[src/hdl/etc_defs.svh]
// constants for the edge triggered up/down event counter
`ifndef ETC_DEFS_SVH
`define ETC_DEFS_SVH

// ----------------------------------------------------------------
// count limits and reset values
// ----------------------------------------------------------------
`define ETC_CNT_W 32
`define ETC_CNT_MAX 32'h7fffffff
`define ETC_CNT_MIN 32'h80000000
`define ETC_CNT_RST 32'h00000000
`define ETC_TGT_RST 32'h00000000
`define ETC_STEP 32'h00000001

`endif

[src/hdl/etc_pkg.sv]
// types shared by the event counter modules
`include "etc_defs.svh"
package etc_pkg;
   // signed running count and target
   typedef logic signed [`ETC_CNT_W-1:0] etc_count_t;
   // scan phase: init means the next executed scan is a first scan
   typedef enum logic {ETC_INIT, ETC_RUN} etc_phase_t;
endpackage : etc_pkg

[src/hdl/etc_step_if.sv]
// carrier between the counter core and its step unit
`timescale 1ns/1ns
interface etc_step_if;
   etc_pkg::etc_count_t cur;
   logic inc;
   logic dec;
   etc_pkg::etc_count_t nxt;
   logic ovf;
   logic unf;
   modport core (output cur, output inc, output dec, input nxt, input ovf, input unf);
   modport unit (input cur, input inc, input dec, output nxt, output ovf, output unf);
endinterface : etc_step_if

[src/hdl/etc_step.sv]
// step unit: increment then decrement with wrap detection
`timescale 1ns/1ns
`include "etc_defs.svh"
module etc_step (
   etc_step_if.unit s
);
   // ----------------------------------------------------------------
   // increment first, then decrement on the intermediate value
   // ----------------------------------------------------------------
   etc_pkg::etc_count_t mid;
   always_comb begin
      mid = s.cur;
      s.ovf = 1'b0;
      s.unf = 1'b0;
      if (s.inc) begin
         if (s.cur == `ETC_CNT_MAX) begin
            s.ovf = 1'b1;
         end
         mid = s.cur + `ETC_STEP; // max rolls to min naturally
      end
      s.nxt = mid;
      // the decrement sees the already incremented value
      if (s.dec) begin
         if (mid == `ETC_CNT_MIN) begin
            s.unf = 1'b1;
         end
         s.nxt = mid - `ETC_STEP; // min rolls to max naturally
      end
   end
endmodule : etc_step

[src/hdl/etc_counter.sv]
// edge triggered up-only / bidirectional event counter core
//
// Operation
// - up-only: line input true with edge memory false adds one.
// - up-only: line input false clears the up edge memory.
// - edge memory holds the evaluated input, so only rising edges count.
// - initialisation pass sets edge memory true, suppressing first-scan count.
// - up-only line output mirrors line input on every evaluation.
// - target flag set while signed count is at least the target.
// - counting continues past the target; flag stays set.
// - increment past maximum sets upper wrap flag, count goes most negative.
// - decrement past minimum sets lower wrap flag, count goes maximum.
// - bidirectional: rising edge of up pulse input adds one.
// - bidirectional: rising edge of down pulse input subtracts one.
// - bidirectional: execute clear: count and flags unchanged, result valid cleared; execute defaults set.
// - bidirectional reset input set resets the counter; defaults cleared.
// - result valid output and both edge memories are driven out.
// - simultaneous up and down edges: increment first, then decrement.
// - disabled counter keeps its count, even on a reset request; bidirectional reset needs execute set.
// - first scan, or execute false in bidirectional mode, primes edge memories against held inputs.
// - counter reset clears count to zero, the three flags and both edge memories, and sets result valid.
`timescale 1ns/1ns
`include "etc_defs.svh"
module etc_counter (
   input wire logic core_clk,
   input wire logic nrst,
   input wire logic eval_strobe,
   input wire logic init_pass,
   input wire logic mode_bidir,
   input wire logic line_cond_in,
   input wire logic execute_input,
   input wire logic up_pulse_input,
   input wire logic down_pulse_input,
   input wire logic counter_reset,
   input wire etc_pkg::etc_count_t target_count,
   output logic line_cond_out,
   output etc_pkg::etc_count_t running_count,
   output logic target_reached_flag,
   output logic upper_wrap_flag,
   output logic lower_wrap_flag,
   output logic up_edge_memory,
   output logic down_edge_memory,
   output logic result_valid_output
);

   // ----------------------------------------------------------------
   // state
   // ----------------------------------------------------------------
   etc_pkg::etc_phase_t phase_ff, nxt_phase;
   etc_pkg::etc_count_t count_ff, nxt_count;
   etc_pkg::etc_count_t target_ff, nxt_target;
   logic line_out_ff, nxt_line_out;
   logic reached_ff, nxt_reached;
   logic upper_ff, nxt_upper;
   logic lower_ff, nxt_lower;
   logic up_mem_ff, nxt_up_mem;
   logic dn_mem_ff, nxt_dn_mem;
   logic valid_ff, nxt_valid;

   // decoded scan conditions
   logic executes;
   logic do_reset;
   logic up_edge;
   logic dn_edge;

   etc_step_if step_bus ();

   etc_step u_step (
      .s (step_bus)
   );

   // ----------------------------------------------------------------
   // edge detection and step requests
   // ----------------------------------------------------------------
   // the up-only flavour ignores execute; bidirectional needs it set
   assign executes = eval_strobe & ~init_pass & (~mode_bidir | execute_input);
   assign do_reset = executes & counter_reset;
   // edges are blanked on the first executed scan after initialisation,
   // so an input already high when the program starts is not counted
   assign up_edge = (phase_ff == etc_pkg::ETC_RUN) & ~up_mem_ff &
                    (mode_bidir ? up_pulse_input : line_cond_in);
   assign dn_edge = (phase_ff == etc_pkg::ETC_RUN) & mode_bidir &
                    down_pulse_input & ~dn_mem_ff;
   assign step_bus.cur = count_ff;
   assign step_bus.inc = up_edge;
   assign step_bus.dec = dn_edge;

   // ----------------------------------------------------------------
   // next state
   // ----------------------------------------------------------------
   always_comb begin
      nxt_phase = phase_ff;
      nxt_count = count_ff;
      nxt_target = target_ff;
      nxt_line_out = line_out_ff;
      nxt_reached = reached_ff;
      nxt_upper = upper_ff;
      nxt_lower = lower_ff;
      nxt_up_mem = up_mem_ff;
      nxt_dn_mem = dn_mem_ff;
      nxt_valid = valid_ff;
      if (init_pass) begin
         // initialisation pass: arm memories high, no result yet
         nxt_phase = etc_pkg::ETC_INIT;
         nxt_up_mem = 1'b1;
         nxt_dn_mem = 1'b1;
         nxt_valid = 1'b0;
      end else if (eval_strobe) begin
         nxt_line_out = line_cond_in;
         if (!executes) begin
            // disabled: count and flags hold, memories primed high
            nxt_up_mem = 1'b1;
            nxt_dn_mem = 1'b1;
            nxt_valid = 1'b0;
         end else if (do_reset) begin
            nxt_phase = etc_pkg::ETC_RUN;
            nxt_count = `ETC_CNT_RST;
            nxt_target = target_count;
            nxt_reached = 1'b0;
            nxt_upper = 1'b0;
            nxt_lower = 1'b0;
            nxt_up_mem = 1'b0;
            nxt_dn_mem = 1'b0;
            nxt_valid = 1'b1;
         end else begin
            nxt_phase = etc_pkg::ETC_RUN;
            nxt_count = step_bus.nxt;
            nxt_target = target_count;
            nxt_upper = upper_ff | step_bus.ovf; // sticky
            nxt_lower = lower_ff | step_bus.unf; // sticky
            // compare the new count against the new target, signed
            nxt_reached = (step_bus.nxt >= target_count);
            if (mode_bidir) begin
               nxt_up_mem = up_pulse_input;
               nxt_dn_mem = down_pulse_input;
            end else begin
               nxt_up_mem = line_cond_in;
            end
            nxt_valid = 1'b1;
         end
      end
   end

   // ----------------------------------------------------------------
   // registers
   // ----------------------------------------------------------------
   // memories come up high so the first scan cannot count a held input
   always_ff @(posedge core_clk or negedge nrst) begin
      if (!nrst) begin
         phase_ff <= etc_pkg::ETC_INIT;
         count_ff <= `ETC_CNT_RST;
         target_ff <= `ETC_TGT_RST;
         line_out_ff <= 1'b0;
         reached_ff <= 1'b0;
         upper_ff <= 1'b0;
         lower_ff <= 1'b0;
         up_mem_ff <= 1'b1;
         dn_mem_ff <= 1'b1;
         valid_ff <= 1'b0;
      end else begin
         phase_ff <= nxt_phase;
         count_ff <= nxt_count;
         target_ff <= nxt_target;
         line_out_ff <= nxt_line_out;
         reached_ff <= nxt_reached;
         upper_ff <= nxt_upper;
         lower_ff <= nxt_lower;
         up_mem_ff <= nxt_up_mem;
         dn_mem_ff <= nxt_dn_mem;
         valid_ff <= nxt_valid;
      end
   end

   // ----------------------------------------------------------------
   // outputs, each straight from a flip-flop
   // ----------------------------------------------------------------
   assign line_cond_out = line_out_ff;
   assign running_count = count_ff;
   assign target_reached_flag = reached_ff;
   assign upper_wrap_flag = upper_ff;
   assign lower_wrap_flag = lower_ff;
   assign up_edge_memory = up_mem_ff;
   assign down_edge_memory = dn_mem_ff;
   assign result_valid_output = valid_ff;
endmodule : etc_counter

[config.mk]
export PLATFORM = sky130hd
export DESIGN_NAME = etc_counter
export DESIGN_NICKNAME = d
export VERILOG_FILES = /design/src/hdl/etc_pkg.sv /design/src/hdl/etc_step_if.sv /design/src/hdl/etc_step.sv /design/src/hdl/etc_counter.sv
export VERILOG_INCLUDE_DIRS = /design/src /design/src/hdl
export SDC_FILE = /design/constraint.sdc
export NUM_CORES = 1
export LEC_CHECK = 0
export BUFFER_PORTS_ARGS = -buffer_cell sky130_fd_sc_hd__buf_4
export CAP_MARGIN = 20
export CORE_UTILIZATION = 30
export CTS_BUF_LIST = sky130_fd_sc_hd__clkbuf_8
export CTS_CLUSTER_SIZE = 16
export DETAILED_ROUTE_END_ITERATION = 6
export PLACE_DENSITY = 0.47
export SLEW_MARGIN = 20
export SYNTH_ARGS = -nofsm -noshare
export SYNTH_HDL_FRONTEND = slang
export SYNTH_SLANG_ARGS = --single-unit
[constraint.sdc]
create_clock -name core_clk -period 10.5 [get_ports core_clk]
set_input_delay 1.05 -clock core_clk [delete_from_list [all_inputs] [get_ports core_clk]]
set_output_delay 1.05 -clock core_clk [all_outputs]
set_load 0.005 [all_outputs]
### Word-level counts from Yosys, hierarchy flattened

Index checks and enable logic that the tools add are counted.

| word-level totals | value |
|---|---|
| flip-flop bits (word level) | 40 |
| ROM bits | 0 |
| memories | 0 |
| output and inout bits | 39 |
| memory bits (writable) | 0 |
| word-level logic and storage cells | 62 |
| bits in latches | 0 |

| operators by class | value |
|---|---|
| multiplexer cells | 26 |
| reduce and logical (&&, ||, !) cells | 6 |
| divide/modulo/power cells | 0 |
| equal/unequal tests | 3 |
| $add $sub $neg | 2 |
| shift operators | 0 |
| $lt $le $gt $ge | 1 |
| multipliers | 0 |
| bitwise gates (word level) | 15 |

Operator list:

| kind | number |
|---|---|
| $mux 32 | 3 |
| $add 32x1->32 const B | 1 |
| $eq 32x31->1 const B | 1 |
| $eq 32x32->1 const B | 1 |
| $ge 32x32->1 | 1 |
| $sub 32x1->32 const B | 1 |
| $mux 1 | 23 |
| $and 1x1->1 | 8 |
| $reduce_and 2->1 | 3 |
| $ne 4x3->1 const B | 1 |
| $not 1->1 | 4 |
| $reduce_bool 2->1 | 2 |
| $or 1x1->1 | 3 |
| $reduce_and 3->1 | 1 |

### Depth between registers and ports, before layout

| depth | value |
|---|---|
| depth in word-level cells | 9 |
| mapped depth | 21 |
| gate-level depth less buffers | 19 |

### Hierarchy

A second synthesis with hierarchy kept.

| second synthesis, totals | value |
|---|---|
| cells, all modules | 562 |
| area, all modules | 4438.0 µm² |

Modules (own cells, without submodules):

| module | cells an instance | instances | sequential area each (µm²) | area an instance (µm²) |
|---|---|---|---|---|
| etc_counter | 289 | 1 | 1003.5 | 2539.9 |
| etc_step | 273 | 1 | 0.0 | 1898.1 |

### Least setup slack after synthesis

Ideal clock, no wire load.

| timing path | value |
|---|---|
| path type | input to register |
| start point | input port mode_bidir |
| end point | register reached_ff, in the netlist target_reached_flag |
| path slack | 5.857 ns |
| library setup time | 0.135 ns |
| cell stages on the path | 19 |
| arrival | 4.508 ns |
| data required time | 10.365 ns |
| cells stage by stage | mux2i_1 buf_2 nor2_1 xnor2_1 ha_1 and2_1 clkbuf_1 and4_1 a31oi_1 a31oi_1 xnor2_1 ha_1 a21o_1 a21oi_1 o21ai_0 o21bai_1 a221oi_1 mux2i_1 o21ai_0 |

| on the way | value |
|---|---|
| cells in the longest elaborated chain, start to end | 7 |
| elaborated cells between the ends (all ways) | 15 |
| those cells by class | add/sub: 1; order compare: 1; mux: 4; bitwise: 8; reduce/logical: 1 |

Ends and longest elaborated chain:

| what | line | RTL |
|---|---|---|
| from (decl) | etc_counter.sv:29 | `input wire logic mode_bidir,` |
| $mux 1 | etc_counter.sv:81 | `(mode_bidir ? up_pulse_input : line_cond_in);` |
| $and 1x1->1 | etc_counter.sv:80 | `assign up_edge = (phase_ff == etc_pkg::ETC_RUN) & ~up_mem_ff &` |
| $mux 32 | etc_step.sv:15 | `if (s.inc) begin` |
| $sub 32x1->32 (no source line) | - |  |
| $mux 32 | etc_step.sv:23 | `if (s.dec) begin` |
| $ge 32x32->1 | etc_counter.sv:132 | `nxt_reached = (step_bus.nxt >= target_count);` |
| $mux 1 | etc_counter.sv:115 | `end else if (do_reset) begin` |
| to (signal assigned) | etc_counter.sv:165 | `reached_ff <= nxt_reached;` |
| to (decl) | etc_counter.sv:53 | `logic reached_ff, nxt_reached;` |

Parallel ways exist; a longest one is shown, timed or not.
A chain may end at the register's enable or synchronous reset.

### Worst setup path in the final report

| timing path | value |
|---|---|
| start point | register count_ff[0], in the netlist running_count[0] |
| end point | register reached_ff, in the netlist target_reached_flag |

| on the way | value |
|---|---|
| cells in the longest elaborated chain, start to end | 6 |

Ends and longest elaborated chain:

| what | line | RTL |
|---|---|---|
| from (decl) | etc_counter.sv:50 | `etc_pkg::etc_count_t count_ff, nxt_count;` |
| from (signal assigned) | etc_counter.sv:151 | `` count_ff <= `ETC_CNT_RST; `` |
| from (signal assigned) | etc_counter.sv:162 | `count_ff <= nxt_count;` |
| $add 32x1->32 (no source line) | - |  |
| $mux 32 * | etc_step.sv:15 |  |
| $sub 32x1->32 (no source line) | - |  |
| $mux 32 * | etc_step.sv:23 |  |
| $ge 32x32->1 * | etc_counter.sv:132 |  |
| $mux 1 * | etc_counter.sv:115 |  |

Every way passes the cells marked *; elsewhere a longest branch is shown, timed or not.

==> summary.md <==
| Metric | Value |
|---|---|
| DRT Pass-1 Iters | 5 |
| CP arrival | approximately 5.5 ns |
| Total track usage | 19.4% |
| Ys Warns | 0 |
| Area added between synthesis and finish | 19.4% |
| Clock-pin slew on the worst setup and hold paths | approximately 0.10 ns |
| N_diodes | 0 |
| Post-CTS Resized | 0 |
| Die Wd | 123 µm |
| DR iter-0 viols | 400 |
| Setup TNS | 0 ns |
| Cells on worst reg2reg path | 17 |
| Total Wirelength | 14100 µm |
| # clock sinks | 40 |
| Net count after synthesis | 624 |
| DRC | 0 |
| Clock Tree Root | clkbuf_8 |
| Synth Cell Area | 4360 µm² |
| DRT antenna net count | 0 |
| Number of hold violations in the final report | 0 |
| CP Launch Type | register |
| Most instantiated library cell after synthesis | inv_1 |
| CP endpoint kind | register |
| Num CTS Buffers | 5 |
| DR vias | around 4400 |
| Synth area leaders | dfrtp_1 22%, ha_1 10%, xnor2_1 6.6% |
| Leak | around 0.0024 µW |
| Req. time, crit path | 10.67 ns |
| IO Pins | between 80 and 90 |
| WHS | 0.493 ns |
| H-tree levels | 2 |
| Core area | between 10000 and 15000 µm² |
| Outcome | finished clean |
| First-pass GRT wire length | 22500 µm |
| RSZ-0062 raised after global routing | false |
| Slew Limit Fails | 0 |
| # fillers | 1499 |
| Cell taking the most area after synthesis | dfrtp_1 |
| Final Setup Violations | 0 |
| Worst Clk Skew | 0.00989 ns |
| Insertion delay to the later sink of the worst-skew pair | 0.31 ns |
| Worst Tran Pin Value | a little over 1 ns |
| Pwr/cell area | 78.9 nW/µm² |
| Setup Fix Bufs, Post-CTS | 0 |
| Initial antenna violation count | 0 |
| R2r setup slk | just over 5 ns |
| Final worst path period share | around 50% |
| Sequential-to-total area share from yosys stat | between 20% and 30% |
| Setup CP Type | reg -> reg |
| EDFF count, synth | 0 |
| Worst R2R End | target_reached_flag |
| Slew HR | 30.5% |
| Async SR Flop Fraction | 100% |
| Post-Syn Area per Cell | roughly 8.0 µm² |
| WHS Path Cells | 2 |
| Post-Place Setup Slack | 4.59 ns |
| Max Fclk | about 0.19 GHz |
| Gpl congestion | ~0.86 |
| Via-to-Cell Ratio | 5.53 |
| Max-Cap Viols | 0 |
| Synth Flop Type | dfrtp_1 |
| CTS tree | yes |
| Pin count of the biggest net entering global routing | 41 |
| Detail Placement HPWL | 10700 µm |
| Buffer levels on the longest clock path | 2 |
| CP max FO | 12 |
| Starting Density | slightly above 30% |
| Total grt overflow | 0 |
| Synth Register Bits | 40 |
| Cells after Synth | 547 |
| # rows | 43 |
| Worst hold path type | reg -> reg |
| Die Height | between 100 and 150 µm |
| Net count, final | 685 |
| Final min period | 5.33 ns |
| Synth unique cells | 61 |
| PortBufs | 80 |
| Layout cell share with drive strength beyond 1 | a little under a fifth |
| Die area | between 15000 and 20000 µm² |
| RR Startpoint | running_count[0] |
| Vias in the first global route | 4137 |
| Synth top area share | 21.8% |
| Post-synth top cells | 46 x inv_1, 38 x dfrtp_1, 36 x nand2_1 |
| Crit path setup slack, layout | 5.17 ns |
| VDD IR max | 0.0000440 V |
| Hold path start | result_valid_output |
| Hold path endpoint | result_valid_output |
| WL/cell | 17.8 µm |
| CTS Hold Buffers Added | 0 |
## where the power goes
group          switching, µW  internal, µW  total [µW]
Clock                   67.4          70.6         138
Combinational           50.4          45.8        96.3
Sequential              15.2           161         176
Total                    133           277         410
## logic make-up after synthesis
logic type      Yosys count  synth area share [%]
flops                    40                  23.0
xor+xnor                 54                  10.9
compound gates          122                  18.9
mux                      12                  2.81
buf+inv                  75                  6.72
fa+ha+maj                35                  10.1
simple gates            209                  27.6
## flip-flops by register name, summed over array words and instances (netlist names)
signal and cells:
line_cond_out 1, target_reached_flag 1, up_edge_memory 1, down_edge_memory 1, running_count 32, result_valid_output 1
phase_ff 1, upper_wrap_flag 1, lower_wrap_flag 1
## layout make-up
class	count	area (µm²)	share of cell area (%)
Clock inverter	3	42.5	0.818
Inverter	46	173	3.32
Tap cell	180	225	4.33
Multi-Input combinational cell	432	3060	58.9
Sequential cell	40	1000	19.3
Clock buffer	5	68.8	1.32
Timing Repair Buffer	83	623	12.0
## worst max-delay path: stages, from the launching register on
cell       delay, ns
dfrtp_1         0.58
ha_1            0.36
nand4_1         0.39
nor3_1          0.82
a41oi_1         0.20
o22a_2          0.27
nor3b_4         0.40
a2111oi_0       0.18
a31oi_1         0.33
xnor2_1         0.17
ha_1            0.27
a21o_1          0.19
a21o_1          0.16
a21oi_1         0.17
o21ai_0         0.10
a221oi_1        0.32
mux2i_1         0.22
o21ai_0         0.08
## through the flow
| step | cell area, µm² | util (%) | total power [µW] | std cells |
|---|---|---|---|---|
| after floorplan | 4360 | - | 231 | 547 |
| after global placement | 5080 | 36.2 | 273 | 781 |
| after detailed placement | 5080 | 36.2 | 275 | 781 |
| after CTS | 5200 | 37.0 | 412 | 789 |
| after global routing | 5200 | 37.0 | 434 | 789 |
| final | 5200 | 37.0 | 410 | 789 |
## worst max-delay path by stage
stage | startpoint | to | slack [ns] | depth (start not counted)
finish | running_count[0] | target_reached_flag | 5.17 | 17
global placement | mode_bidir | target_reached_flag | 4.69 | 18
floorplan | mode_bidir | target_reached_flag | 5.86 | 19
detailed placement | mode_bidir | target_reached_flag | 4.59 | 18
global route | running_count[0] | target_reached_flag | 4.69 | 17
CTS | mode_bidir | target_reached_flag | 4.92 | 18
## layer usage
metal / routed length [µm] / track usage, %
met5: 0 / 0
met1: 6940 / 28.7
met2: 6220 / 29.5
met3: 698 / 2.65
met4: 209 / 4.42
## placed cells by master (no fill, tap or decap), drive strengths merged, types with 5 or more instances in the layout
master  Yosys  routed
and4        7       7
buf         9      83
or3         9       9
a22o       17      17
a21o       15      15
and2        8       8
a21oi      22      22
and3        6       6
a31oi      13      13
nand2      36      36
nand4      30      30
xnor2      33      33
clkbuf     20       5
mux2i      10      10
dfrtp      38      38
xor2       21      21
ha         35      35
nand3      23      23
nor4       10      10
nor3       22      22
nor2       31      31
o21ai      25      25
inv        46      46
No activity file was read; power rests on OpenSTA's default activity.
